--- src/core/fca_pkg.sv ---
// package for the flash command host controller: register map, command codes, timing counts
package fca_pkg;
  // apb register offsets (byte addresses)
  localparam logic [7:0] REG_CTRL = 8'h00;
  localparam logic [7:0] REG_ADDR = 8'h04;
  localparam logic [7:0] REG_WDATA = 8'h08;
  localparam logic [7:0] REG_STATUS = 8'h0C;
  localparam logic [7:0] REG_RDATA = 8'h10;
  localparam logic [7:0] REG_PINS = 8'h14;
  // control field positions
  localparam int CTRL_GO_LSB = 0;
  localparam int CTRL_OP_LSB = 1;
  localparam int CTRL_OP_W = 3;
  localparam int CTRL_WORD_BIT = 4;
  // pins register field positions
  localparam int PINS_RST_BIT = 0;
  localparam int PINS_A9HV_BIT = 1;
  localparam int PINS_RSTHV_BIT = 2;
  // status field positions
  localparam int STAT_BUSY_BIT = 0;
  localparam int STAT_DONE_BIT = 1;
  localparam int STAT_FLAG_BIT = 2;
  localparam int STAT_PROT_BIT = 3;
  // reset values
  localparam logic [31:0] CTRL_RST = 32'h0000_0010;
  localparam logic [31:0] PINS_RST = 32'h0000_0001;
  // flash bus widths
  localparam int AW = 20;
  localparam int DW = 16;
  // command cycle values
  localparam logic [15:0] UNLOCK1_ADDR = 16'h0555;
  localparam logic [15:0] UNLOCK2_ADDR = 16'h02AA;
  localparam logic [7:0] UNLOCK1_DATA = 8'hAA;
  localparam logic [7:0] UNLOCK2_DATA = 8'h55;
  localparam logic [7:0] CMD_IDENT = 8'h90;
  localparam logic [7:0] CMD_RESET = 8'hF0;
  // identification offsets
  localparam logic [7:0] ID_MAN_OFS = 8'h00;
  localparam logic [7:0] ID_DEV_OFS_WORD = 8'h01;
  localparam logic [7:0] ID_DEV_OFS_BYTE = 8'h02;
  localparam logic [7:0] ID_PROT_OFS_WORD = 8'h02;
  localparam logic [7:0] ID_PROT_OFS_BYTE = 8'h04;
  localparam logic [7:0] ID_PROT_YES = 8'h01;
  // strobe phase length in ns and cycles (least time, rounded up)
  localparam int CLK_NS = 10;
  localparam int PHASE_NS = 40;
  localparam int PHASE_CYC = (PHASE_NS + CLK_NS - 1) / CLK_NS;
  localparam int CNT_W = 4;
  // host operations
  typedef enum logic [2:0] {
    FCA_OP_READ,
    FCA_OP_WRITE,
    FCA_OP_RESET_CMD,
    FCA_OP_IDENT_ENTER,
    FCA_OP_IDENT_READ
  } fca_op_t;
  // strobes toward the flash
  typedef struct packed {
    logic ce_n;
    logic we_n;
    logic oe_n;
    logic reset_n;
    logic a9_hv;
    logic reset_hv;
  } fca_strobe_t;
endpackage : fca_pkg

--- src/core/fca_cycle.sv ---
// one flash bus cycle: read or write with strobe timing
`timescale 1ns/1ps
module fca_cycle (
  input wire logic pclk,
  input wire logic presetn,
  input wire logic start,
  input wire logic is_write,
  input wire logic [fca_pkg::AW-1:0] addr,
  input wire logic [fca_pkg::DW-1:0] wdata,
  input wire logic [fca_pkg::DW-1:0] dq_in,
  output logic busy,
  output logic done,
  output logic [fca_pkg::DW-1:0] rdata,
  output logic [fca_pkg::AW-1:0] fl_addr,
  output logic [fca_pkg::DW-1:0] dq_out,
  output logic dq_oe,
  output logic ce_n,
  output logic we_n,
  output logic oe_n
);
  typedef enum logic [1:0] {CY_IDLE, CY_SETUP, CY_STROBE, CY_HOLD} fca_cy_t;
  fca_cy_t state;
  logic [fca_pkg::CNT_W-1:0] cnt;
  wire cnt_end = (cnt == fca_pkg::CNT_W'(fca_pkg::PHASE_CYC - 1));
  always_ff @(posedge pclk or negedge presetn) begin
    if (!presetn) begin
      state <= CY_IDLE;
      cnt <= '0;
      busy <= 1'b0;
      done <= 1'b0;
      rdata <= '0;
      fl_addr <= '0;
      dq_out <= '0;
      dq_oe <= 1'b0;
      ce_n <= 1'b1;
      we_n <= 1'b1;
      oe_n <= 1'b1;
    end else begin
      done <= 1'b0;
      cnt <= cnt_end ? '0 : cnt + 1'b1;
      unique case (state)
        CY_IDLE: begin
          cnt <= '0;
          if (start) begin
            // address settles before either strobe falls
            fl_addr <= addr;
            dq_out <= wdata;
            dq_oe <= is_write;
            busy <= 1'b1;
            oe_n <= 1'b1;
            state <= CY_SETUP;
          end
        end
        CY_SETUP: if (cnt_end) begin
          // write only with ce and we low and oe high
          ce_n <= 1'b0;
          we_n <= !dq_oe;
          oe_n <= dq_oe;
          state <= CY_STROBE;
        end
        CY_STROBE: if (cnt_end) begin
          // data held stable across the rising edge of we
          if (!dq_oe) rdata <= dq_in;
          ce_n <= 1'b1;
          we_n <= 1'b1;
          oe_n <= 1'b1;
          state <= CY_HOLD;
        end
        CY_HOLD: if (cnt_end) begin
          dq_oe <= 1'b0;
          busy <= 1'b0;
          done <= 1'b1;
          state <= CY_IDLE;
        end
      endcase
    end
  end
endmodule : fca_cycle

--- src/core/fca_host.sv ---
// apb-controlled host that drives the flash pins for identification and reset commands
//
// Overview of operation
// - host writes reset to leave identification
// - two unlocks then identification command
// - high voltage on line nine, six low
// - protect all before first unprotect cycle (left to software; the host only drives reset_hv)
// - write only ce, we low, oe high
//
// Our own choices: the register addresses and the APB slave port.
`timescale 1ns/1ps
module fca_host (
  input wire logic pclk,
  input wire logic presetn,
  input wire logic psel,
  input wire logic penable,
  input wire logic pwrite,
  input wire logic [7:0] paddr,
  input wire logic [31:0] pwdata,
  output logic [31:0] prdata,
  output logic pready,
  output logic pslverr,
  input wire logic [fca_pkg::DW-1:0] dq_in,
  output logic [fca_pkg::DW-1:0] dq_out,
  output logic dq_oe,
  output logic [fca_pkg::AW-1:0] fl_addr,
  output fca_pkg::fca_strobe_t strobes
);
  ////////////////////////////////////////////////////////////////////////////
  typedef enum logic [2:0] {
    HS_IDLE, HS_ISSUE, HS_WAIT, HS_DONE
  } fca_hs_t;
  fca_hs_t state;
  logic [31:0] ctrl_reg;
  logic [fca_pkg::AW-1:0] addr_reg;
  logic [fca_pkg::DW-1:0] wdata_reg;
  logic [fca_pkg::DW-1:0] rdata_reg;
  logic [2:0] pins_reg;
  logic busy;
  logic done_flag;
  logic [1:0] step;
  logic [1:0] last_step;
  logic cyc_start;
  logic cyc_write;
  logic [fca_pkg::AW-1:0] cyc_addr;
  logic [fca_pkg::DW-1:0] cyc_wdata;
  logic cyc_busy;
  logic cyc_done;
  logic [fca_pkg::DW-1:0] cyc_rdata;
  logic cyc_ce_n;
  logic cyc_we_n;
  logic cyc_oe_n;
  logic [fca_pkg::AW-1:0] cyc_fl_addr;
  logic [fca_pkg::DW-1:0] cyc_dq_out;
  logic cyc_dq_oe;
  ////////////////////////////////////////////////////////////////////////////
  // apb decode
  wire wr_en = psel && penable && pwrite;
  // read data is registered in setup so it stands through the access phase
  wire rd_setup = psel && !penable && !pwrite;
  wire hit_ctrl = (paddr == fca_pkg::REG_CTRL);
  wire hit_addr = (paddr == fca_pkg::REG_ADDR);
  wire hit_wdata = (paddr == fca_pkg::REG_WDATA);
  wire hit_stat = (paddr == fca_pkg::REG_STATUS);
  wire hit_rdata = (paddr == fca_pkg::REG_RDATA);
  wire hit_pins = (paddr == fca_pkg::REG_PINS);
  // unmapped offsets answer zero together with the error flag
  wire hit_any = hit_ctrl | hit_addr | hit_wdata | hit_stat | hit_rdata | hit_pins;
  wire go = wr_en && hit_ctrl && pwdata[fca_pkg::CTRL_GO_LSB] && !busy;
  wire [2:0] op_bits = ctrl_reg[fca_pkg::CTRL_OP_LSB +: fca_pkg::CTRL_OP_W];
  wire word_mode = ctrl_reg[fca_pkg::CTRL_WORD_BIT];
  wire prot_hit = (rdata_reg[7:0] == fca_pkg::ID_PROT_YES);
  wire [31:0] stat_word = {28'h0, prot_hit, 1'b0, done_flag, busy};
  wire [31:0] rd_mux = hit_ctrl ? ctrl_reg :
                       hit_addr ? {12'h0, addr_reg} :
                       hit_wdata ? {16'h0, wdata_reg} :
                       hit_stat ? stat_word :
                       hit_rdata ? {16'h0, rdata_reg} :
                       hit_pins ? {29'h0, pins_reg} : 32'h0;
  ////////////////////////////////////////////////////////////////////////////
  // sequence step address/data selection
  wire [fca_pkg::AW-1:0] unl1_a = fca_pkg::AW'(fca_pkg::UNLOCK1_ADDR);
  wire [fca_pkg::AW-1:0] unl2_a = fca_pkg::AW'(fca_pkg::UNLOCK2_ADDR);
  // identification select offset, word or byte mode
  wire [7:0] id_ofs = (addr_reg[1:0] == 2'd1) ? (word_mode ? fca_pkg::ID_DEV_OFS_WORD : fca_pkg::ID_DEV_OFS_BYTE) :
                      (addr_reg[1:0] == 2'd2) ? (word_mode ? fca_pkg::ID_PROT_OFS_WORD : fca_pkg::ID_PROT_OFS_BYTE) :
                      fca_pkg::ID_MAN_OFS;
  wire is_enter = (op_bits == 3'(fca_pkg::FCA_OP_IDENT_ENTER));
  wire is_reset = (op_bits == 3'(fca_pkg::FCA_OP_RESET_CMD));
  wire is_idrd = (op_bits == 3'(fca_pkg::FCA_OP_IDENT_READ));
  wire is_wr = (op_bits == 3'(fca_pkg::FCA_OP_WRITE));
  // two unlocks then identification command
  assign cyc_addr = is_enter ? (step == 2'd0 ? unl1_a : step == 2'd1 ? unl2_a : unl1_a) :
                    is_idrd ? {addr_reg[fca_pkg::AW-1:8], id_ofs} : addr_reg;
  assign cyc_wdata = is_enter ? {8'h0, (step == 2'd0 ? fca_pkg::UNLOCK1_DATA :
                                        step == 2'd1 ? fca_pkg::UNLOCK2_DATA : fca_pkg::CMD_IDENT)} :
                     is_reset ? {8'h0, fca_pkg::CMD_RESET} : wdata_reg;
  assign cyc_write = is_enter | is_reset | is_wr;
  assign last_step = is_enter ? 2'd2 : 2'd0;
  ////////////////////////////////////////////////////////////////////////////
  // apb slave registers; writes to ctrl while busy are ignored
  always_ff @(posedge pclk or negedge presetn) begin
    if (!presetn) begin
      ctrl_reg <= fca_pkg::CTRL_RST;
      addr_reg <= '0;
      wdata_reg <= '0;
      pins_reg <= fca_pkg::PINS_RST[2:0];
      prdata <= '0;
      pready <= 1'b0;
      pslverr <= 1'b0;
    end else begin
      // zero wait: ready pulses in the first access cycle
      pready <= psel && !penable;
      pslverr <= psel && !penable && !hit_any;
      if (rd_setup) prdata <= rd_mux;
      if (wr_en && hit_ctrl && !busy) ctrl_reg <= pwdata & 32'h0000_001E;
      if (wr_en && hit_addr) addr_reg <= pwdata[fca_pkg::AW-1:0];
      if (wr_en && hit_wdata) wdata_reg <= pwdata[fca_pkg::DW-1:0];
      // reset_hv is a bare request; software protects every sector before any unprotect
      if (wr_en && hit_pins) pins_reg <= pwdata[2:0];
    end
  end
  ////////////////////////////////////////////////////////////////////////////
  // operation sequencer
  always_ff @(posedge pclk or negedge presetn) begin
    if (!presetn) begin
      state <= HS_IDLE;
      step <= '0;
      busy <= 1'b0;
      done_flag <= 1'b0;
      cyc_start <= 1'b0;
      rdata_reg <= '0;
    end else begin
      cyc_start <= 1'b0;
      unique case (state)
        HS_IDLE: if (go) begin
          // reset command ends identification mode
          busy <= 1'b1;
          done_flag <= 1'b0;
          step <= '0;
          state <= HS_ISSUE;
        end
        // the cycle engine must be idle before the next start
        HS_ISSUE: if (!cyc_busy) begin
          cyc_start <= 1'b1;
          state <= HS_WAIT;
        end
        HS_WAIT: if (cyc_done) begin
          // read result also feeds the status protect bit
          if (!cyc_write) rdata_reg <= cyc_rdata;
          if (step == last_step) begin
            state <= HS_DONE;
          end else begin
            step <= step + 2'd1;
            state <= HS_ISSUE;
          end
        end
        HS_DONE: begin
          busy <= 1'b0;
          done_flag <= 1'b1;
          state <= HS_IDLE;
        end
      endcase
    end
  end
  ////////////////////////////////////////////////////////////////////////////
  fca_cycle u_cycle (
    .pclk(pclk),
    .presetn(presetn),
    .start(cyc_start),
    .is_write(cyc_write),
    .addr(cyc_addr),
    .wdata(cyc_wdata),
    .dq_in(dq_in),
    .busy(cyc_busy),
    .done(cyc_done),
    .rdata(cyc_rdata),
    .fl_addr(cyc_fl_addr),
    .dq_out(cyc_dq_out),
    .dq_oe(cyc_dq_oe),
    .ce_n(cyc_ce_n),
    .we_n(cyc_we_n),
    .oe_n(cyc_oe_n)
  );
  // pin outputs straight from flops; reset pin and high-voltage controls from pins reg
  always_ff @(posedge pclk or negedge presetn) begin
    if (!presetn) begin
      strobes <= '{ce_n: 1'b1, we_n: 1'b1, oe_n: 1'b1, reset_n: 1'b0, a9_hv: 1'b0, reset_hv: 1'b0};
      fl_addr <= '0;
      dq_out <= '0;
      dq_oe <= 1'b0;
    end else begin
      // all pins share one flop stage so they move on the same edge
      strobes.ce_n <= cyc_ce_n;
      strobes.we_n <= cyc_we_n;
      strobes.oe_n <= cyc_oe_n;
      strobes.reset_n <= pins_reg[fca_pkg::PINS_RST_BIT];
      strobes.a9_hv <= pins_reg[fca_pkg::PINS_A9HV_BIT];
      strobes.reset_hv <= pins_reg[fca_pkg::PINS_RSTHV_BIT];
      // high-voltage identification keeps line six low
      fl_addr <= pins_reg[fca_pkg::PINS_A9HV_BIT] ? (cyc_fl_addr & ~fca_pkg::AW'(64)) : cyc_fl_addr;
      dq_out <= cyc_dq_out;
      dq_oe <= cyc_dq_oe;
    end
  end
endmodule : fca_host

--- config.mk ---
export PLATFORM = sky130hd
export DESIGN_NAME = fca_host
export DESIGN_NICKNAME = d
export VERILOG_FILES = /design/src/core/fca_pkg.sv /design/src/core/fca_cycle.sv /design/src/core/fca_host.sv
export SDC_FILE = /design/constraint.sdc
export NUM_CORES = 1
export LEC_CHECK = 0
export BUFFER_PORTS_ARGS = -buffer_cell sky130_fd_sc_hd__buf_2
export CAP_MARGIN = 25
export CORE_ASPECT_RATIO = 0.7
export CORE_UTILIZATION = 55
export CTS_BUF_LIST = sky130_fd_sc_hd__clkbuf_8
export DETAILED_ROUTE_END_ITERATION = 8
export PLACE_DENSITY = 0.79
export SLEW_MARGIN = 20
export SYNTH_ARGS = -nofsm -noshare
export SYNTH_HDL_FRONTEND = slang
export SYNTH_SLANG_ARGS = --single-unit
--- constraint.sdc ---
create_clock -name pclk -period 5.35 [get_ports pclk]
set_input_delay 1.07 -clock pclk [delete_from_list [all_inputs] [get_ports pclk]]
set_output_delay 1.07 -clock pclk [all_outputs]
set_load 0.1 [all_outputs]
==> out/qor.txt, run 1 <==
outcome - finished clean
min Tclk post-route - 3.03 ns
crit start category - input port
Setup Crit Path Kind - in2reg
largest net degree at the start of global routing - 116
Post-synth EDFFs - 0
DRT Wirelength - 16,800 um
Avg Inst Size Synth - 12.6 um2
clk sink count - 195
# H-tree levels - 4
Max clock buf depth - 2
gp weighted congestion - 0.887
Final setup viols - 0
initial DRC count - 410
Crit path max-delay family - simple AND/OR/NAND/NOR gates
gr ovfl total - 0
Final Hold Vio Count - 0
Critical R2R Launch - u_cycle.cnt[0]
DP HPWL - 11,800 um
crit path max fanout - 21
nature of the critical path endpoint - flop
n_diodes - 0
Synth warnings - 0
WP data required - 5.70 ns
Post-route DRC - 0
R2R cell count - 4
max-slew violations - 0
GR Util All Layers - 24.6%
PwrDens - 316 mW/mm2
Cells after Synth - 624
CP bufs+invs - 2
DR pass1 iterations - 9
Avg WL per Cell - 18.2 um
CTS tree - yes
CTS clock-pin slew for the worst setup and hold paths - 0.09 ns
Die ar. - 0.0148 mm2
RR Endpoint - u_cycle.rdata[15]
Worst path max stage delay - 0.60 ns
synth unique cells - 55
Root Buffer - clkbuf_8
clk_skew - 0.0103 ns
final worst-path cycle share - 56.6%
total vias in the final route - 5,232
net count reported at finish - 795
Cell Chain, Critical Path - buf_2 -> or4_1 -> or2_1 -> nor4_4 -> buf_4 -> mux2_2
antenna viol nets, final - 0
vias per inst - 5.65
hold_buf cts - 0
CP arrival - 3.37 ns
RSZ-0062 raised after global routing - no
Crit path depth - 6
Rel. slew slack - 39.0%
Setup Fix Bufs, Post-CTS - 0
Post-synth ARST share - 100%
main flop type after synthesis - dfrtp_1
initial antenna violation count - 0
I/O Buffers - 113
setup TNS - 0 ns
Setup crit end - addr_reg[2]
core area - 0.0139 mm2
synthesized cell area - 0.00785 mm2
Worst IR Drop VDD - 0.279 mV
worst-margin pin slew - 0.916 ns
Static Leak - 0.00435 uW
die width - 145 um
post-synthesis register bit count - 195
Die Span Y - 102 um
CP startpoint - paddr[0]
post-cts resize count - 0
R2R setup slack - 2.78 ns
share of cells above drive strength 1 - 31.8%
post-synthesis sequential area ratio - 62.3%
slowest CP cell - or4_1
Max-cap violations - 0
CTS buffer count - 17
Starting Density - 56.4%
I/O pin total - 138
first-pass GRT wire length - 26,800 um
vias in the first global route - 4,969
Worst-Skew Late Latency - 0.46 ns
Cell Rows - 36
final core occ - 63.9%
total power - 2810 uW
fmax - 331 MHz
area growth from synthesis to layout - 13.3%
worst min path class - reg2reg
==> worst reg2reg max path: stages (launching register included) <==
cell	delay [ns]
dfrtp_1	0.38
ha_1	0.20
nor3b_1	0.60
nand3_1	0.73
mux2_2	0.54
==> how the worst min path moves through the flow <==
stage                            start          to  slack (ns)  depth (start not counted)
global placement          u_cycle.we_n  strobes[4]        0.36                          0
CTS                       u_cycle.we_n  strobes[4]        0.37                          0
floorplan           u_cycle.fl_addr[1]  fl_addr[1]        0.35                          0
global route              u_cycle.ce_n  strobes[5]        0.38                          0
finish                    u_cycle.we_n  strobes[4]        0.36                          0
detailed placement        u_cycle.we_n  strobes[4]        0.36                          0
==> stage by stage <==
| step | instance area [um2] | hold slack (ns) | cells | worst slack [ns] |
|---|---|---|---|---|
| finish | 8890 | 0.362 | 926 | 2.32 |
| global route | 8890 | 0.380 | 926 | 2.25 |
| detailed placement | 8520 | 0.357 | 897 | 1.69 |
| global placement | 8520 | 0.355 | 897 | 1.80 |
| floorplan | 7890 | 0.353 | 635 | 2.38 |
| CTS | 8890 | 0.369 | 926 | 2.20 |
==> synth_stat cells (7+ instances only) <==
| library cell | number | area [um2] |
|---|---|---|
| dfrtp_1 | 187 | 4680 |
| mux2_1 | 7 | 78.8 |
| dfstp_2 | 8 | 210 |
| o41ai_1 | 12 | 105 |
| buf_4 | 15 | 113 |
| nand2_1 | 57 | 214 |
| a21oi_1 | 48 | 240 |
| o21ai_0 | 41 | 205 |
| clkbuf_1 | 29 | 109 |
| nor2b_1 | 10 | 62.6 |
| a22o_1 | 14 | 123 |
| ha_1 | 8 | 100 |
| inv_1 | 10 | 37.5 |
| nor2_1 | 10 | 37.5 |
| a2bb2oi_1 | 11 | 96.3 |
| mux2_2 | 70 | 788 |
==> cell type report <==
class                   instances  area (um2)
fillers                      1069        5030
clock buffers                  17         234
inverters                      10        37.5
well taps                     190         238
flip-flops and latches        195        4890
multi-input cells             382        2730
clock inverters                12         133
repair buffers                120         627
==> cell usage in the layout, fill, tap and decap left out, types with 3 or more instances in the layout <==
cell type / count
clkbuf_8: 18
a21oi_1: 48
ha_1: 8
dfstp_2: 8
buf_4: 7
nor3_1: 5
a211oi_1: 4
inv_6: 3
mux2_2: 70
clkinv_2: 3
dfrtp_1: 187
mux2_1: 7
inv_1: 10
o41ai_1: 12
nand2_1: 56
nand3b_1: 5
nor3b_1: 6
or4_1: 6
a221o_1: 3
mux2i_1: 4
a2bb2oi_1: 11
nor2_1: 10
nor4_1: 4
nand3_1: 4
nand2b_1: 5
clkinvlp_4: 3
conb_1: 12
o21ai_0: 41
a22o_1: 14
and2_1: 3
nor2b_1: 10
buf_2: 112
==> logic make-up (layout without fill, tap and decap cells) <==
family                   Yosys count  count (layout)  share of synthesized area (%)
flip-flops                       195             195                           62.3
XOR/XNOR                           2               2                          0.223
other                              1              12                         0.0478
buffers and inverters             58             159                           3.62
AND/OR/NAND/NOR                  127             127                           8.48
multiplexers                      81              81                           11.6
AO/OA/AOI/OAI                    152             152                           12.5
adder cells (fa/ha/maj)            8               8                           1.28
==> layer usage <==
metal / up-vias / track usage, % / part of all wire (%)
met1: 2580 / 38.7 / 51
met3: 24 / 7.40 / 7.1
li1: 2428 / - / -
met5: - / 0 / 0
met2: 200 / 32.8 / 41
met4: 0 / 6.64 / 1.4
==> where the power goes <==
group	internal, uW	switching [uW]	total [uW]	leakage [uW]
Clock	409	499	908	0.000180
Combinational	103	248	351	0.00158
Sequential	1520	30.5	1550	0.00259
Note: power is estimated with default switching activity, not from simulation.
==> run 2: changes to the inputs <==
==> constraint.sdc (replaced) <==
create_clock -name pclk -period 3.1 [get_ports pclk]
set_input_delay 0.62 -clock pclk [delete_from_list [all_inputs] [get_ports pclk]]
set_output_delay 0.62 -clock pclk [all_outputs]
set_load 0.1 [all_outputs]
==> out/qor.txt, run 2 (synthesized netlist as in run 1, its figures left out) <==
Post-Place Worst Slack - 0.242 ns
Setup Fix Bufs, Post-CTS - 0
Critical R2R Launch - busy
DRT Wirelength - 17,400 um
max-slew violations - 0
area growth from synthesis to layout - 14.8%
setup TNS - 0 ns
clk sink count - 195
initial DRC count - 423
clk_skew - 0.0151 ns
CP startpoint - paddr[0]
Worst IR Drop VDD - 0.345 mV
Post-Place Cells - 907
Worst path max stage delay - 0.72 ns
I/O Buffers - 113
worst min path class - in2async
total power - 4970 uW
GR Util All Layers - 25.5%
CTS buffer count - 17
Avg WL per Cell - 18.6 um
final worst-path cycle share - 76.8%
antenna viol nets, final - 0
# H-tree levels - 4
CP dominant cell by count - or4_1
core area - 0.0139 mm2
Final setup viols - 0
final std cells w/o fill - 939
Die Span Y - 102 um
vias in the first global route - 5,219
Setup Crit Path Kind - in2reg
most common cell after layout, fill and taps aside - dfrtp_1
WP data required - 3.47 ns
Die ar. - 0.0148 mm2
nature of the critical path endpoint - flop
worst-margin pin slew - 0.726 ns
vias per inst - 5.69
I/O pin total - 138
Root Buffer - clkbuf_8
Starting Density - 56.4%
Final Hold Vio Count - 0
Cell Rows - 36
DP HPWL - 12,600 um
n_diodes - 0
slowest CP cell - or4_1
share of cells above drive strength 1 - 32.7%
outcome - finished clean
CTS clock-pin slew for the worst setup and hold paths - 0.10 ns
initial antenna violation count - 1
RR Endpoint - step[1]
RSZ-0062 raised after global routing - no
crit path max fanout - 6
gp weighted congestion - 0.879
DR pass1 iterations - 5
largest net degree at the start of global routing - 93
total vias in the final route - 5,343
Max clock buf depth - 2
R2R cell count - 4
PwrDens - 551 mW/mm2
worst setup margin - 0.720 ns
post-cts resize count - 0
Post-route DRC - 0
most frequent cells in the layout - dfrtp_1, buf_2, mux2_2
CP arrival - 2.75 ns
Cell Chain, Critical Path - buf_2 -> or4_1 -> or4_1 -> o41a_1 -> a22o_1
net count reported at finish - 805
gr ovfl total - 0
Worst-Skew Late Latency - 0.47 ns
Max-cap violations - 0
die width - 145 um
Static Leak - 0.00442 uW
crit start category - input port
R2R setup slack - 0.76 ns
CTS tree - yes
first-pass GRT wire length - 27,700 um
min Tclk post-route - 2.38 ns
hold slack - 0.214 ns
Rel. slew slack - 51.6%
fmax - 420 MHz
hold_buf cts - 0
## run 2: cell types whose count changed in the layout (fill, tap and decap cells not counted), sizes merged
cell      previous run  this run
buf                119       129
clkinvlp             3         2
clkbuf              18        19
inv                 13        16
## run 2: metal layers
layer | wire length, um | track usage, % | vias to the layer above
met1 | 8230 | 37.9 | 2648
met3 | 1320 | 6.19 | 26
met5 | 0 | 0 | -
li1 | - | - | 2453
met4 | 289 | 9.39 | 0
met2 | 7590 | 36.4 | 216
## run 2: how the worst max path moves through the flow
| stage | depth (start not counted) | slack [ns] | to |
|---|---|---|---|
| floorplan | 6 | 0.58 | addr_reg[10] |
| global placement | 5 | 0.33 | step[1] |
| detailed placement | 5 | 0.24 | step[1] |
| CTS | 5 | 0.77 | step[1] |
| global route | 5 | 0.71 | step[1] |
| finish | 5 | 0.72 | step[1] |
## run 2: where the power goes
part / switching (uW) / internal, uW / total [uW]
Sequential: 53.3 / 2630 / 2680
Combinational: 432 / 188 / 620
Clock: 911 / 750 / 1660
## run 2: final cells by class
| class | count | area [um2] |
|---|---|---|
| Clock buffer | 18 | 248 |
| Clock inverter | 14 | 153 |
| Fill cell | 1054 | 4910 |
| Inverter | 10 | 37.5 |
| Multi-Input combinational cell | 382 | 2730 |
| Sequential cell | 195 | 4890 |
| Tap cell | 190 | 238 |
| Timing Repair Buffer | 130 | 714 |
## run 2: metrics by stage
stage / instance area (um2) / utilization (%)
after floorplan: 7890 / -
after global placement: 8610 / 61.8
after detailed placement: 8610 / 61.8
after CTS: 9010 / 64.7
after global routing: 9010 / 64.7
final: 9010 / 64.7
## run 2: worst max-delay path, delay by kind of cell
family / cells / cell delay [ns]
simple gates: 2 / 1.31
buf+inv: 1 / 0.09
compound gates: 2 / 0.73
==> run 3: changes to the inputs <==
--- a/config.mk
+++ b/config.mk
@@ -5,13 +5,14 @@
 export SDC_FILE = /design/constraint.sdc
 export NUM_CORES = 1
 export LEC_CHECK = 0
+export ABC_AREA = 1
 export BUFFER_PORTS_ARGS = -buffer_cell sky130_fd_sc_hd__buf_2
 export CAP_MARGIN = 25
 export CORE_ASPECT_RATIO = 0.7
 export CORE_UTILIZATION = 55
 export CTS_BUF_LIST = sky130_fd_sc_hd__clkbuf_8
 export DETAILED_ROUTE_END_ITERATION = 8
-export PLACE_DENSITY = 0.79
+export PLACE_DENSITY = 0.78
 export SLEW_MARGIN = 20
 export SYNTH_ARGS = -nofsm -noshare
 export SYNTH_HDL_FRONTEND = slang
==> constraint.sdc (replaced) <==
create_clock -name pclk -period 2.2 [get_ports pclk]
set_input_delay 0.44 -clock pclk [delete_from_list [all_inputs] [get_ports pclk]]
set_output_delay 0.44 -clock pclk [all_outputs]
set_load 0.1 [all_outputs]
==> out/qor.txt, run 3 <==
post-synthesis sequential area ratio - 60.2%
Worst-Skew Late Latency - 0.47 ns
gr ovfl total - 0
placed cell area - 0.00883 mm2
nature of the critical path endpoint - primary output
vias in the first global route - 5,410
Cells after Synth - 811
Avg Inst Size Synth - 10.0 um2
WP data required - 1.76 ns
synthesized cell area - 0.00812 mm2
most frequent cells in the layout - dfrtp_1, nand2_1, buf_2
Setup Crit Path Kind - reg2out
n_diodes - 0
post-route cell area - 0.00923 mm2
area growth from synthesis to layout - 13.7%
CTS tree - yes
crit start category - flop
die width - 147 um
first-pass GRT wire length - 28,600 um
DR pass1 iterations - 5
Die ar. - 0.0153 mm2
cell accounting for the most synthesized area - dfrtp_1
worst-margin pin slew - 0.579 ns
share of cells above drive strength 1 - 27.7%
antenna viol nets, final - 0
post-synthesis register bit count - 195
slowest CP cell - dfstp_2
Cell Chain, Critical Path - buf_2
I/O Buffers - 113
Fill cells - 1,167
crit path max fanout - 1
top-count cell post-synth - dfrtp_1
final worst-path cycle share - 84.3%
core area - 0.0141 mm2
synth unique cells - 43
Post-Place Cells - 1,102
I/O pin total - 138
final std cells w/o fill - 1,135
total vias in the final route - 5,843
Post-synth ARST share - 100%
worst min path class - in2reg
net count reported at finish - 1,001
initial DRC count - 436
min Tclk post-route - 1.85 ns
most common cell after layout, fill and taps aside - dfrtp_1
Rel. slew slack - 61.4%
Avg WL per Cell - 15.4 um
clk_skew - 0.0187 ns
post-cts resize count - 0
# H-tree levels - 4
Die Span Y - 104 um
post-synth top area share - 57.6%
Cell Rows - 36
Post-route DRC - 0
CP arrival - 1.41 ns
Worst path max stage delay - 0.54 ns
Crit path max-delay family - flip-flops
fmax - 539 MHz
Static Leak - 0.00495 uW
largest cells by area after synthesis - dfrtp_1, nand2_1, o21ai_0, inv_1, o21ai_2
Final setup viols - 0
clk sink count - 195
R2R setup slack - 0.40 ns
vias per inst - 5.15
CTS buffer count - 17
Final Hold Vio Count - 0
Setup Fix Bufs, Post-CTS - 0
worst setup margin - 0.345 ns
Max-cap violations - 0
top post-synthesis cells by count - dfrtp_1, nand2_1, inv_1
Worst IR Drop VDD - 0.586 mV
GR Util All Layers - 24.2%
main flop type after synthesis - dfrtp_1
DRT Wirelength - 17,500 um
CTS clock-pin slew for the worst setup and hold paths - 0.11 ns
Root Buffer - clkbuf_8
setup TNS - 0 ns
max-slew violations - 0
Post-Place Worst Slack - 0.319 ns
Starting Density - 57.4%
initial antenna violation count - 0
Post-synth EDFFs - 0
PwrDens - 796 mW/mm2
gp weighted congestion - 0.852
Synth warnings - 0
largest net degree at the start of global routing - 55
outcome - finished clean
DP HPWL - 12,600 um
RSZ-0062 raised after global routing - no
Max clock buf depth - 2
CP bufs+invs - 1
==> run 3: cell count changes in the layout (fill, tap and decap cells not counted), moves of 10 or more <==
| cell | previous run | this run |
|---|---|---|
| nand2_2 | 1 | 19 |
| a2bb2oi_1 | 11 | 0 |
| nor2b_1 | 10 | 0 |
| o21ai_2 | 0 | 32 |
| nor2_1 | 10 | 52 |
| mux2_2 | 70 | 10 |
| inv_1 | 11 | 85 |
| a21oi_1 | 48 | 15 |
| o21ai_0 | 41 | 68 |
| a22o_1 | 14 | 0 |
| nand3_1 | 4 | 34 |
| nand2_1 | 56 | 186 |
| o41ai_1 | 12 | 0 |
==> run 3: worst paths after layout <==
| kind | startpoint | endpoint | cells past startpoint |
|---|---|---|---|
| setup / recovery | strobes[4] | strobes[4] | 1 |
| hold / removal | penable | pready | 2 |
| setup reg to reg | u_cycle.state[0] | u_cycle.fl_addr[7] | 7 |
| hold reg to reg | u_cycle.oe_n | strobes[3] | 0 |
| max in group asynchronous | presetn | pins_reg[0] | 3 |
| min in group asynchronous | presetn | dq_out[6] | 2 |
==> run 3: cells by family after synthesis <==
group | Yosys count | synth area share [%]
compound gates | 140 | 10.9
buf+inv | 129 | 7.74
xor+xnor | 2 | 0.216
other cells | 1 | 0.0462
simple gates | 322 | 17.6
flops | 195 | 60.2
fa+ha+maj | 8 | 1.23
mux | 14 | 2.03
==> run 3: metal layers <==
| metal | GRT usage, % | wire [um] | vias to the layer above |
|---|---|---|---|
| met5 | 0 | 0 | - |
| met4 | 5.74 | 140 | 0 |
| met3 | 4.98 | 1250 | 17 |
| met2 | 33.6 | 7230 | 219 |
| met1 | 38.7 | 8830 | 2810 |
| li1 | - | - | 2797 |
==> run 3: final cells by class <==
class / count / area [um2] / area share [%]
clock buffer: 17 / 234 / 2.53
clock inverter: 15 / 160 / 1.73
inverter: 96 / 370 / 4.01
multi-input combinational: 498 / 2640 / 28.6
sequential: 195 / 4890 / 53.0
tap: 190 / 238 / 2.58
timing repair buffer: 124 / 697 / 7.55
==> run 3: what timing repair did <==
item                       in CTS  in global routing
setup endpoints to repair       0                  0
hold buffers                    1                  0
hold endpoints to repair       46                  0
==> run 3: power by group <==
part	switching (uW)	internal, uW
sequential	126	3850
combinational	787	327
clock	1400	856
total	2310	5040
==> run 3: metrics by stage <==
stage / util, % / hold slack (ns) / total power (uW)
floorplan: - / 0.144 / 4850
global placement: 62.4 / 0.357 / 5130
detailed placement: 62.4 / 0.357 / 5160
CTS: 65.3 / 0.153 / 7390
global route: 65.3 / 0.183 / 7690
finish: 65.3 / 0.172 / 7350
==> run 3: worst register-to-register path: cells and delay by family (launching register included) <==
family	cells	cell delay [ns]
buf+inv	3	0.63
flops	1	0.41
simple gates	3	0.45
fa+ha+maj	1	0.24
